$ cat config.mk
export PLATFORM = sky130hd
export DESIGN_NAME = clsf_status_flags
export DESIGN_NICKNAME = d
export VERILOG_FILES = /design/src/rtl/clsf_status_flags.v
export VERILOG_INCLUDE_DIRS = /design/src /design/src/rtl
export SDC_FILE = /design/constraint.sdc
export NUM_CORES = 1
export LEC_CHECK = 0
export ABC_AREA = 1
export BUFFER_PORTS_ARGS = -buffer_cell sky130_fd_sc_hd__buf_4
export CORE_MARGIN = 1.5
export CORE_UTILIZATION = 47
export CTS_CLUSTER_SIZE = 24
export DETAILED_ROUTE_END_ITERATION = 16
export GPL_TIMING_DRIVEN = 1
export PLACE_DENSITY = 0.74
export SLEW_MARGIN = 40
export SYNTH_ARGS = -nofsm -noshare
export SYNTH_HDL_FRONTEND = slang
export SYNTH_SLANG_ARGS = --single-unit
export TNS_END_PERCENT = 10
$ cat constraint.sdc
create_clock -name clk -period 1.2 [get_ports clk]
set_input_delay 0.18 -clock clk [delete_from_list [all_inputs] [get_ports clk]]
set_output_delay 0.18 -clock clk [all_outputs]
set_load 0.05 [all_outputs]
$ cat src/rtl/clsf_regs.vh
// register offsets, field positions and reset values of the link status flag bank
`ifndef CLSF_REGS_VH
`define CLSF_REGS_VH

// word offsets (register index)
`define CLSF_ADDR_W        4
`define CLSF_OFS_PORT_FLAGS  4'h0
`define CLSF_OFS_LINK_FLAGS  4'h1
`define CLSF_OFS_ASSURE      4'h2
`define CLSF_OFS_ERR_CODE    4'h3
`define CLSF_OFS_END_CODE    4'h4
`define CLSF_OFS_IRQ_STATUS  4'h5
`define CLSF_OFS_IRQ_CLEAR   4'h6
`define CLSF_OFS_IRQ_ENABLE  4'h7

// bit positions inside the port/arc flag word
`define CLSF_BIT_MODE        2
`define CLSF_BIT_ERR         7
`define CLSF_BIT_RXDONE      8
`define CLSF_BIT_TXDONE      9
`define CLSF_BIT_NETAVAIL    10
`define CLSF_BIT_NETFAULT    11
`define CLSF_BIT_ARCCTL      14
`define CLSF_BIT_ARCCONF     15

// interrupt status bit positions
`define CLSF_IRQ_ERR         0
`define CLSF_IRQ_RXDONE      1
`define CLSF_IRQ_TXDONE      2
`define CLSF_IRQ_NETDONE     3
`define CLSF_IRQ_LINKERR     4
`define CLSF_IRQ_W           5

`define CLSF_NODES           16
`define CLSF_ZERO16          16'h0000
`define CLSF_ZERO5           5'h00
`define CLSF_ZERO6           6'h00
`define CLSF_ONE1            1'h1
`define CLSF_ZERO1           1'h0

`endif

$ cat src/rtl/clsf_status_flags.v
// status flag bank for second serial port, network instructions, arc interpolation, link
// Function
// - error flag sets on a transmission error on the second port.
// - error flag clears when the serial transmit instruction requests sending.
// - in general-purpose mode rx done sets on terminator arrival.
// - in general-purpose mode tx done sets when transmission fully completes.
// - tx done clears when a new general-purpose transmission is requested.
// - network availability flag low while network write/read executes, else high.
// - after network instruction, fault flag high on abnormality, low otherwise.
// - on abnormality store error code and port end code words.
// - arc control flag high while arc pulse instruction executes.
// - continuation mode confirm flag shows when next arc data may be overwritten.
// - flags may change within one scan; no stability across a scan.
// - link error flag sets on a link transmission error.
// - link error flag also sets on erroneous link area settings.
// - one assurance bit per node, node 1 at bit 0, set when communicating.
// - assurance bit clears on stop, error, or link area zero mode off.
// - mode flag high for general-purpose serial, low for message protocol.
`default_nettype none
`include "clsf_regs.vh"

module clsf_status_flags (
  input  wire        clk,
  input  wire        arst_n,
  // register port
  input  wire [3:0]  addr,
  input  wire [15:0] wdata,
  input  wire        wr,
  input  wire        rd,
  output reg  [15:0] rdata,
  // second serial port events
  input  wire        gp_mode_sel,
  input  wire        port2_tx_error,
  input  wire        serial_transmit_req,
  input  wire        port2_terminator_rx,
  input  wire        port2_tx_complete,
  // network write/read instruction
  input  wire        netcmd_busy,
  input  wire        netcmd_end,
  input  wire        netcmd_abnormal,
  input  wire [15:0] netcmd_error_code,
  input  wire [15:0] netcmd_end_code,
  // arc interpolation
  input  wire        arc_busy,
  input  wire        arc_continuation,
  input  wire        arc_next_free,
  // controller link
  input  wire        link_tx_error,
  input  wire        link_area_bad,
  input  wire        link_run,
  input  wire        link_area_zero,
  input  wire [15:0] node_ok,
  // flag outputs
  output reg         irq,
  output reg         port2_mode_flag,
  output reg         port2_error_flag,
  output reg         port2_rx_done_flag,
  output reg         port2_tx_done_flag,
  output reg         port2_netcmd_available_flag,
  output reg         port2_netcmd_fault_flag,
  output reg         arc_control_flag,
  output reg         arc_overwrite_confirm_flag,
  output reg         link_tx_error_flag,
  output reg  [15:0] assure_flags
);

  // ************************************************************
  // input synchronisers
  // ************************************************************
  localparam NIN = 17;
  wire [NIN-1:0] async_in;
  reg  [NIN-1:0] sync1_reg;
  reg  [NIN-1:0] sync2_reg;
  reg  [15:0]    node1_reg;
  reg  [15:0]    node2_reg;
  assign async_in = {gp_mode_sel, port2_tx_error, serial_transmit_req, port2_terminator_rx,
                     port2_tx_complete, netcmd_busy, netcmd_end, netcmd_abnormal, arc_busy,
                     arc_continuation, arc_next_free, link_tx_error, link_area_bad,
                     link_run, link_area_zero, 2'b00};

  // two-stage synchroniser for pin levels
  always @(posedge clk or negedge arst_n) begin
    if (!arst_n) begin
      sync1_reg <= {NIN{1'b0}};
      sync2_reg <= {NIN{1'b0}};
      node1_reg <= `CLSF_ZERO16;
      node2_reg <= `CLSF_ZERO16;
    end else begin
      sync1_reg <= async_in;
      sync2_reg <= sync1_reg;
      node1_reg <= node_ok;
      node2_reg <= node1_reg;
    end
  end

  wire s_gp    = sync2_reg[16];
  wire s_txerr = sync2_reg[15];
  wire s_txreq = sync2_reg[14];
  wire s_term  = sync2_reg[13];
  wire s_txcmp = sync2_reg[12];
  wire s_nbusy = sync2_reg[11];
  wire s_nend  = sync2_reg[10];
  wire s_nabn  = sync2_reg[9];
  wire s_arc   = sync2_reg[8];
  wire s_cont  = sync2_reg[7];
  wire s_free  = sync2_reg[6];
  wire s_lerr  = sync2_reg[5];
  wire s_lbad  = sync2_reg[4];
  wire s_lrun  = sync2_reg[3];
  wire s_lz    = sync2_reg[2];

  // ************************************************************
  // edge detection of event inputs
  // ************************************************************
  reg [5:0] prev_reg;
  always @(posedge clk or negedge arst_n) begin
    if (!arst_n) begin
      prev_reg <= `CLSF_ZERO6;
    end else begin
      prev_reg <= {s_txerr, s_txreq, s_term, s_txcmp, s_nend, s_lerr};
    end
  end
  wire e_txerr = s_txerr & ~prev_reg[5];
  wire e_txreq = s_txreq & ~prev_reg[4];
  wire e_term  = s_term  & ~prev_reg[3];
  wire e_txcmp = s_txcmp & ~prev_reg[2];
  wire e_nend  = s_nend  & ~prev_reg[1];
  wire e_lerr  = s_lerr  & ~prev_reg[0];

  // ************************************************************
  // flag registers
  // ************************************************************
  reg [15:0] err_code_reg;
  reg [15:0] end_code_reg;

  // sticky and level flags; set wins over a clear in the same cycle
  always @(posedge clk or negedge arst_n) begin
    if (!arst_n) begin
      port2_mode_flag             <= `CLSF_ZERO1;
      port2_error_flag            <= `CLSF_ZERO1;
      port2_rx_done_flag          <= `CLSF_ZERO1;
      port2_tx_done_flag          <= `CLSF_ZERO1;
      port2_netcmd_available_flag <= `CLSF_ONE1;
      port2_netcmd_fault_flag     <= `CLSF_ZERO1;
      arc_control_flag            <= `CLSF_ZERO1;
      arc_overwrite_confirm_flag  <= `CLSF_ZERO1;
      link_tx_error_flag          <= `CLSF_ZERO1;
      assure_flags                <= `CLSF_ZERO16;
      err_code_reg                <= `CLSF_ZERO16;
      end_code_reg                <= `CLSF_ZERO16;
    end else begin
      port2_mode_flag <= s_gp;
      if (e_txerr)
        port2_error_flag <= `CLSF_ONE1;
      else if (e_txreq)
        port2_error_flag <= `CLSF_ZERO1;
      if (e_term && s_gp)
        port2_rx_done_flag <= `CLSF_ONE1;
      if (e_txcmp && s_gp)
        port2_tx_done_flag <= `CLSF_ONE1;
      else if (e_txreq && s_gp)
        port2_tx_done_flag <= `CLSF_ZERO1;
      port2_netcmd_available_flag <= ~s_nbusy;
      if (e_nend) begin
        port2_netcmd_fault_flag <= s_nabn;
        if (s_nabn) begin
          err_code_reg <= netcmd_error_code;
          end_code_reg <= netcmd_end_code;
        end
      end
      arc_control_flag           <= s_arc;
      arc_overwrite_confirm_flag <= s_arc & s_cont & s_free;
      link_tx_error_flag         <= s_lerr | s_lbad;
      // each node bit follows its own good status only in link area zero mode
      assure_flags <= (s_lrun && s_lz && !s_lerr && !s_lbad) ? node2_reg
                                                             : `CLSF_ZERO16;
    end
  end
  // flags update every cycle, so they are free to change within a scan

  // ************************************************************
  // interrupt status, clear and enable
  // ************************************************************
  reg  [4:0] irq_stat_reg;
  reg  [4:0] irq_en_reg;
  wire [4:0] irq_set = {e_lerr | (s_lbad & ~prev_reg[0] & ~link_tx_error_flag),
                        e_nend, e_txcmp & s_gp, e_term & s_gp, e_txerr};
  wire [4:0] irq_clr = (wr && addr == `CLSF_OFS_IRQ_CLEAR) ? wdata[4:0] : `CLSF_ZERO5;

  // set beats clear
  always @(posedge clk or negedge arst_n) begin
    if (!arst_n) begin
      irq_stat_reg <= `CLSF_ZERO5;
      irq_en_reg   <= `CLSF_ZERO5;
      irq          <= `CLSF_ZERO1;
    end else begin
      irq_stat_reg <= irq_set | (irq_stat_reg & ~irq_clr);
      if (wr && addr == `CLSF_OFS_IRQ_ENABLE)
        irq_en_reg <= wdata[4:0];
      irq <= |(irq_stat_reg & irq_en_reg);
    end
  end

  // ************************************************************
  // register read port
  // ************************************************************
  function [15:0] port_word;
    input m, e, rx, tx, na, nf, ac, ao;
    begin
      port_word = `CLSF_ZERO16;
      port_word[`CLSF_BIT_MODE]     = m;
      port_word[`CLSF_BIT_ERR]      = e;
      port_word[`CLSF_BIT_RXDONE]   = rx;
      port_word[`CLSF_BIT_TXDONE]   = tx;
      port_word[`CLSF_BIT_NETAVAIL] = na;
      port_word[`CLSF_BIT_NETFAULT] = nf;
      port_word[`CLSF_BIT_ARCCTL]   = ac;
      port_word[`CLSF_BIT_ARCCONF]  = ao;
    end
  endfunction

  // read data one cycle after strobe; writes to flag words ignored
  always @(posedge clk or negedge arst_n) begin
    if (!arst_n) begin
      rdata <= `CLSF_ZERO16;
    end else if (rd) begin
      case (addr)
        `CLSF_OFS_PORT_FLAGS: rdata <= port_word(port2_mode_flag, port2_error_flag,
                                  port2_rx_done_flag, port2_tx_done_flag,
                                  port2_netcmd_available_flag, port2_netcmd_fault_flag,
                                  arc_control_flag, arc_overwrite_confirm_flag);
        `CLSF_OFS_LINK_FLAGS: rdata <= {15'h0000, link_tx_error_flag};
        `CLSF_OFS_ASSURE:     rdata <= assure_flags;
        `CLSF_OFS_ERR_CODE:   rdata <= err_code_reg;
        `CLSF_OFS_END_CODE:   rdata <= end_code_reg;
        `CLSF_OFS_IRQ_STATUS: rdata <= {11'h000, irq_stat_reg};
        `CLSF_OFS_IRQ_ENABLE: rdata <= {11'h000, irq_en_reg};
        default:              rdata <= `CLSF_ZERO16;
      endcase
    end else begin
      rdata <= `CLSF_ZERO16;
    end
  end

endmodule // clsf_status_flags
`default_nettype wire

==> results of run 1 <==
## layer usage
| layer | routed length, um | global-route usage (%) | part of all wire, % |
|---|---|---|---|
| met5 | 0 | 0 | 0 |
| met4 | 468 | 13.3 | 3.7 |
| met3 | 616 | 6.46 | 4.9 |
| met2 | 6500 | 37.7 | 51 |
| met1 | 5040 | 28.5 | 40 |
## repair_timing
action | 4_1_cts | 5_1_grt
resized for setup | 56 | 5
pin swaps | 3 | 1
cloned | 2 | 0
setup endpoints to repair | 74 | 73
hold buffers | 70 | 0
hold endpoints to repair | 224 | 0
buffers inserted | 2 | 2
## cells in the mapped netlist, drive strengths merged
cell type and number:
buf 8, clkbuf 3, a21oi 16, a221oi 1, nor2 62, dfrtp 151, dfstp 1, o211ai 1
o21ai 21, nand3 29, mux2 24, nand3b 1, nand2 71, nor3 1, inv 52, and3 1
## cell usage in the layout (no fill, tap or decap)
cell           netlist  final
o21ai_0             21     21
clkinv_4             0      2
inv_2                0      1
nand3b_1             1      1
buf_6                3     42
nor2_2               1      5
nor2_4               3      6
nor3_1               1      1
nand2_2              3      2
clkbuf_16            0     16
a221oi_1             1      1
inv_1               52     51
and3_1               1      1
dlygate4sd3_1        0     70
a21oi_2              0      2
bufbuf_16            0      1
nor2_1              58     51
buf_8                0      2
mux2_2              23     23
dfrtp_1            151    151
buf_4                4     90
nand2_4              0      1
mux2_4               0      1
buf_12               0      6
clkbuf_1             3      3
buf_16               0      1
nand3_1             29     29
a21oi_1             16     14
nand2_1             68     68
dfstp_2              1      1
o211ai_1             1      1
inv_6                0      3
bufinv_16            0      4
inv_8                0      2
clkbuf_8             0      2
## worst max-delay path: stages, from the launching register on
cell and delay [ns]:
dfrtp_1 0.41, inv_2 0.09, nor2_4 0.05, nand2_4 0.12, bufbuf_16 0.28, mux2_2 0.33
## metrics by stage
| stage | instances | utilization [%] | setup WS (ns) |
|---|---|---|---|
| floorplan | 443 | - | 0.0339 |
| global placement | 708 | 59.4 | -0.147 |
| detailed placement | 708 | 59.4 | -0.209 |
| CTS | 814 | 74.3 | -0.216 |
| global route | 816 | 74.5 | -0.257 |
| finish | 816 | 74.5 | -0.214 |
## cell type report
cell class,instances,area share [%]
inverters,52,2.42
multi-input cells,228,15.1
clock buffers,21,5.44
repair buffers,212,25.5
flip-flops and latches,152,47.1
clock inverters,11,2.31
well taps,140,2.17
## logic make-up after synthesis
group,count (synthesis),synth area share [%]
compound gates,39,3.84
buf+inv,63,5.25
flops,152,72.5
mux,24,5.15
simple gates,165,13.3
## how the worst min path moves through the flow
stage / start / to / slack, ns / cells past startpoint
after floorplan: arst_n / arc_control_flag$_DFF_PN0_ / -0.12 / 0
final: arst_n / sync1_reg[4]$_DFF_PN0_ / 0.09 / 2
after detailed placement: arst_n / sync1_reg[3]$_DFF_PN0_ / 0.06 / 1
after CTS: addr[3] / rdata[2]$_DFF_PN0_ / 0.07 / 6
after global placement: arst_n / sync1_reg[3]$_DFF_PN0_ / 0.06 / 1
after global routing: arst_n / node2_reg[7]$_DFF_PN0_ / 0.11 / 2
## power breakdown
group          total [uW]  internal, uW  switching (uW)  leakage [uW]
Combinational        1440           728             715       0.00189
Clock                5600          3490            2110      0.000306
Sequential           5770          5540             231       0.00181
Total               12800          9760            3060       0.00401
==> results.yml, run 1 <==
logic_synthesis:
  synth_area_per_cell_um2: 11.8
  synth_top_area_cell: "dfrtp_1"
  yosysWarnings: 0
  syn_nets: 530
  yosysUniqueCellTypes: 22
  syn_inst: 443
  synth_seq_cells: 152
  yosys.area.top_type_share_pct: 72.0
  yosysSeqAreaShare_pct: 72.5
  netlist_area_um2: 5250
  synth_area_leaders: "dfrtp_1, mux2_2, nand2_1, nor2_1, inv_1"
detailed_routing:
  dr.pass1.iters: 4
  drc_errors: 0
  vias: 3877
  detail_route.vias_per_cell: 4.75
  drt_iter0_drc: 187
  ant_nets: 0
  wl_per_cell_um: 15.5
  totalWireLength_um: 12600
cts:
  cts_root_buf: "clkbuf_8"
  htreeDepth: 4
  clkSinkCount: 152
  insertion_delay_ns: 0.53
  numCtsBuffers: 17
  clockBufferDepth: 2
  clk_pin_slew_worst_paths_ns: 0.06
  cts_tree: "built"
final_layout:
  n_antenna_cell: 0
  layout-drive-gt1-share_pct: 31.5
  seq_area_um2: 3800
  area_growth_pct: 53.9
  stdcell_area_um2: 8080
  fillers: 660
  nets: 750
  multi_input_area_um2: 1220
pwr:
  power_per_cell_area_nw_per_um2: 1590
  vdd_drop_max_v: 0.000987
  leakage_uw: 0.00401
  p_total_uw: 12800
sta:
  post-route-worst-setup-slack_ns: -0.214
  hold_viol: 0
  min_period_ns: 1.41
  max_slew_margin_pct: 73.2
  whs_ns: 0.0901
  finalSetupViolCount: 69
  grt_setup_unrepaired: "true"
  drv_slew: 0
  fin_crit_sh_pct: 118
  finalSetupTns_ns: -6.46
  tightest_slew_ns: 0.402
  clock_skew_ns: 0.00963
  max_freq_mhz: 707
setup_path:
  crit_fanout: 5
  worstSetupEndpointType: "register"
  critPathLaunchType: "register"
  rr_startpoint: "sync2_reg[10]$_DFF_PN0_"
  crit_type: "reg -> reg"
  ff2ff_setup_slack_ns: -0.21
  cp-endpoint: "err_code_reg[11]$_DFFE_PN0P_"
  crit_arrival_ns: 1.82
  startpoint: "sync2_reg[10]$_DFF_PN0_"
  r2r_end: "err_code_reg[11]$_DFFE_PN0P_"
  ff2ff_path_depth: 5
  cp_data_required_time_ns: 1.61
die:
  fp.dieH_um: 109
  design.die.area_um2: 11800
  rows: 38
  start_util_pct: 48.4
  ioPinCount: 129
  die_x_um: 109
  core_region_area_um2: 10800
global_routing:
  grt_pass1_wl_um: 20100
  grtUsageTotal_pct: 23.4
  grt_max_degree: 44
  grt_overflow_total: 0
  grt_pass1_vias: 4037
  antenna_found_initial: 0
job:
  max-cap-violations: 0
placement:
  gp_congestion: 0.881
  dpl_cell_area_um2: 6440
  port-buffer-count: 117
  dp_hpwl_um: 7680
run_status:
  outcome: "finished, violations left"
  violations: "negative setup slack"
worst_hold_path:
  hold_path.class: "in -> async"
(Power assumes the default switching activity.)
==> inputs of run 2 (changes only) <==
--- a/config.mk
+++ b/config.mk
@@ -9,11 +9,12 @@
 export ABC_AREA = 1
 export BUFFER_PORTS_ARGS = -buffer_cell sky130_fd_sc_hd__buf_4
 export CORE_MARGIN = 1.5
-export CORE_UTILIZATION = 47
+export CORE_UTILIZATION = 45
 export CTS_CLUSTER_SIZE = 24
 export DETAILED_ROUTE_END_ITERATION = 16
 export GPL_TIMING_DRIVEN = 1
-export PLACE_DENSITY = 0.74
+export PLACE_DENSITY = 0.72
+export SETUP_SLACK_MARGIN = 0.2
 export SLEW_MARGIN = 40
 export SYNTH_ARGS = -nofsm -noshare
 export SYNTH_HDL_FRONTEND = slang
==> results.yml, run 2 (synthesis gave the netlist of run 1 again) <==
run_status:
  outcome: "finished, violations left"
  violations: "negative setup slack"
sta:
  post-route-worst-setup-slack_ns: -0.0959
  finalSetupViolCount: 26
  max_freq_mhz: 772
  max_slew_margin_pct: 71.6
  grt_setup_unrepaired: "true"
  clock_skew_ns: 0.0105
  fin_crit_sh_pct: 108
  min_period_ns: 1.30
  hold_viol: 0
  tightest_slew_ns: 0.426
  drv_slew: 0
  whs_ns: 0.0146
setup_path:
  worstPathBufferInverterCount: 1
  crit_family: "flip-flops"
  crit_arrival_ns: 1.12
  worst_path_max_delay_cell: "dfstp_2"
  critPathLaunchType: "register"
  path_cells: "buf_8"
  cp_data_required_time_ns: 1.02
  max_stage_delay_ns: 0.55
  worstSetupEndpointType: "primary output"
  crit_fanout: 2
  crit_type: "reg -> out"
pwr:
  leakage_uw: 0.00408
  vdd_drop_max_v: 0.00129
  p_total_uw: 13100
  power_per_cell_area_nw_per_um2: 1610
placement:
  placed_cells: 715
  dp_hpwl_um: 7470
  gp_congestion: 0.925
  port-buffer-count: 117
  pre_cts_ws_ns: -0.0755
final_layout:
  n_antenna_cell: 0
  final_cell_mix: "dfrtp_1, buf_4, nand2_1, dlygate4sd3_1, inv_1"
  final_cells: 807
  seq_area_um2: 3800
  nets: 738
  fillers: 769
  area_growth_pct: 55.1
  utilization_pct: 71.3
  layout-drive-gt1-share_pct: 34.8
  final_common_cell: "dfrtp_1"
  multi_input_area_um2: 1370
die:
  start_util_pct: 46.0
  die_x_um: 111
  ioPinCount: 129
  fp.dieH_um: 111
  design.die.area_um2: 12300
  rows: 39
  core_region_area_um2: 11400
cts:
  numCtsBuffers: 17
  cts_root_buf: "clkbuf_16"
  cts_tree: "built"
  insertion_delay_ns: 0.42
  cts_setup_buffers: 0
  htreeDepth: 4
  clk_pin_slew_worst_paths_ns: 0.06
  clkSinkCount: 152
  clockBufferDepth: 2
detailed_routing:
  drc_errors: 0
  ant_nets: 0
  wl_per_cell_um: 15.1
  dr.pass1.iters: 5
  totalWireLength_um: 12200
  vias: 3781
  detail_route.vias_per_cell: 4.69
  drt_iter0_drc: 205
global_routing:
  grt_pass1_wl_um: 19500
  grt_pass1_vias: 3989
  grtUsageTotal_pct: 20.7
  grt_max_degree: 49
  antenna_found_initial: 0
  grt_overflow_total: 0
worst_hold_path:
  hold_path.class: "in -> reg"
job:
  max-cap-violations: 0
[run 2: repair_timing]
| action | in CTS | in global routing |
|---|---|---|
| endpoints found under the hold margin | 210 | 0 |
| cloned | 0 | 2 |
| hold buffers | 58 | 0 |
| setup endpoints to repair | 76 | 93 |
| resized for setup | 51 | 55 |
| pin swaps | 1 | 7 |
[run 2: worst paths after layout]
check                                                      start                            to  cells after the start  slack, ns
max                        port2_netcmd_available_flag$_DFF_PN1_   port2_netcmd_available_flag                      1       -0.1
min                                           netcmd_end_code[7]   end_code_reg[7]$_DFFE_PN0P_                      3       0.01
max reg2reg                                prev_reg[1]$_DFF_PN0_   err_code_reg[1]$_DFFE_PN0P_                      4      -0.06
min reg2reg                              sync1_reg[11]$_DFF_PN0_       sync2_reg[11]$_DFF_PN0_                      0       0.34
max in group asynchronous                                 arst_n  end_code_reg[14]$_DFFE_PN0P_                      3       0.49
min in group asynchronous                                 arst_n        sync1_reg[2]$_DFF_PN0_                      2       0.18
[run 2: power breakdown]
part / switching [uW] / internal [uW] / total, uW
clock network: 1990 / 3820 / 5800
logic: 720 / 783 / 1500
registers: 236 / 5550 / 5780
total: 2940 / 10100 / 13100
[run 2: final cells by class]
cell class,instances,share of cell area [%]
Clock buffer,22,5.70
Clock inverter,10,2.37
Inverter,52,2.40
Multi-Input combinational cell,228,16.9
Sequential cell,152,46.7
Tap cell,143,2.20
Timing Repair Buffer,200,23.7
[run 2: layer usage]
metal | part of all wire (%) | routed length (um) | GRT usage, %
met2 | 53 | 6420 | 35.0
met5 | 0 | 0 | 0
met3 | 4.3 | 524 | 5.47
met4 | 3.0 | 364 | 9.91
met1 | 40 | 4900 | 24.7
[run 2: through the flow]
step	setup TNS [ns]	instance area, um^2
5_1_grt	-2.33	8140
6_report	-1.05	8140
4_1_cts	-0.937	7900
3_3_place_gp	-0.910	6470
3_5_place_dp	-1.23	6470
2_1_floorplan	0	5260
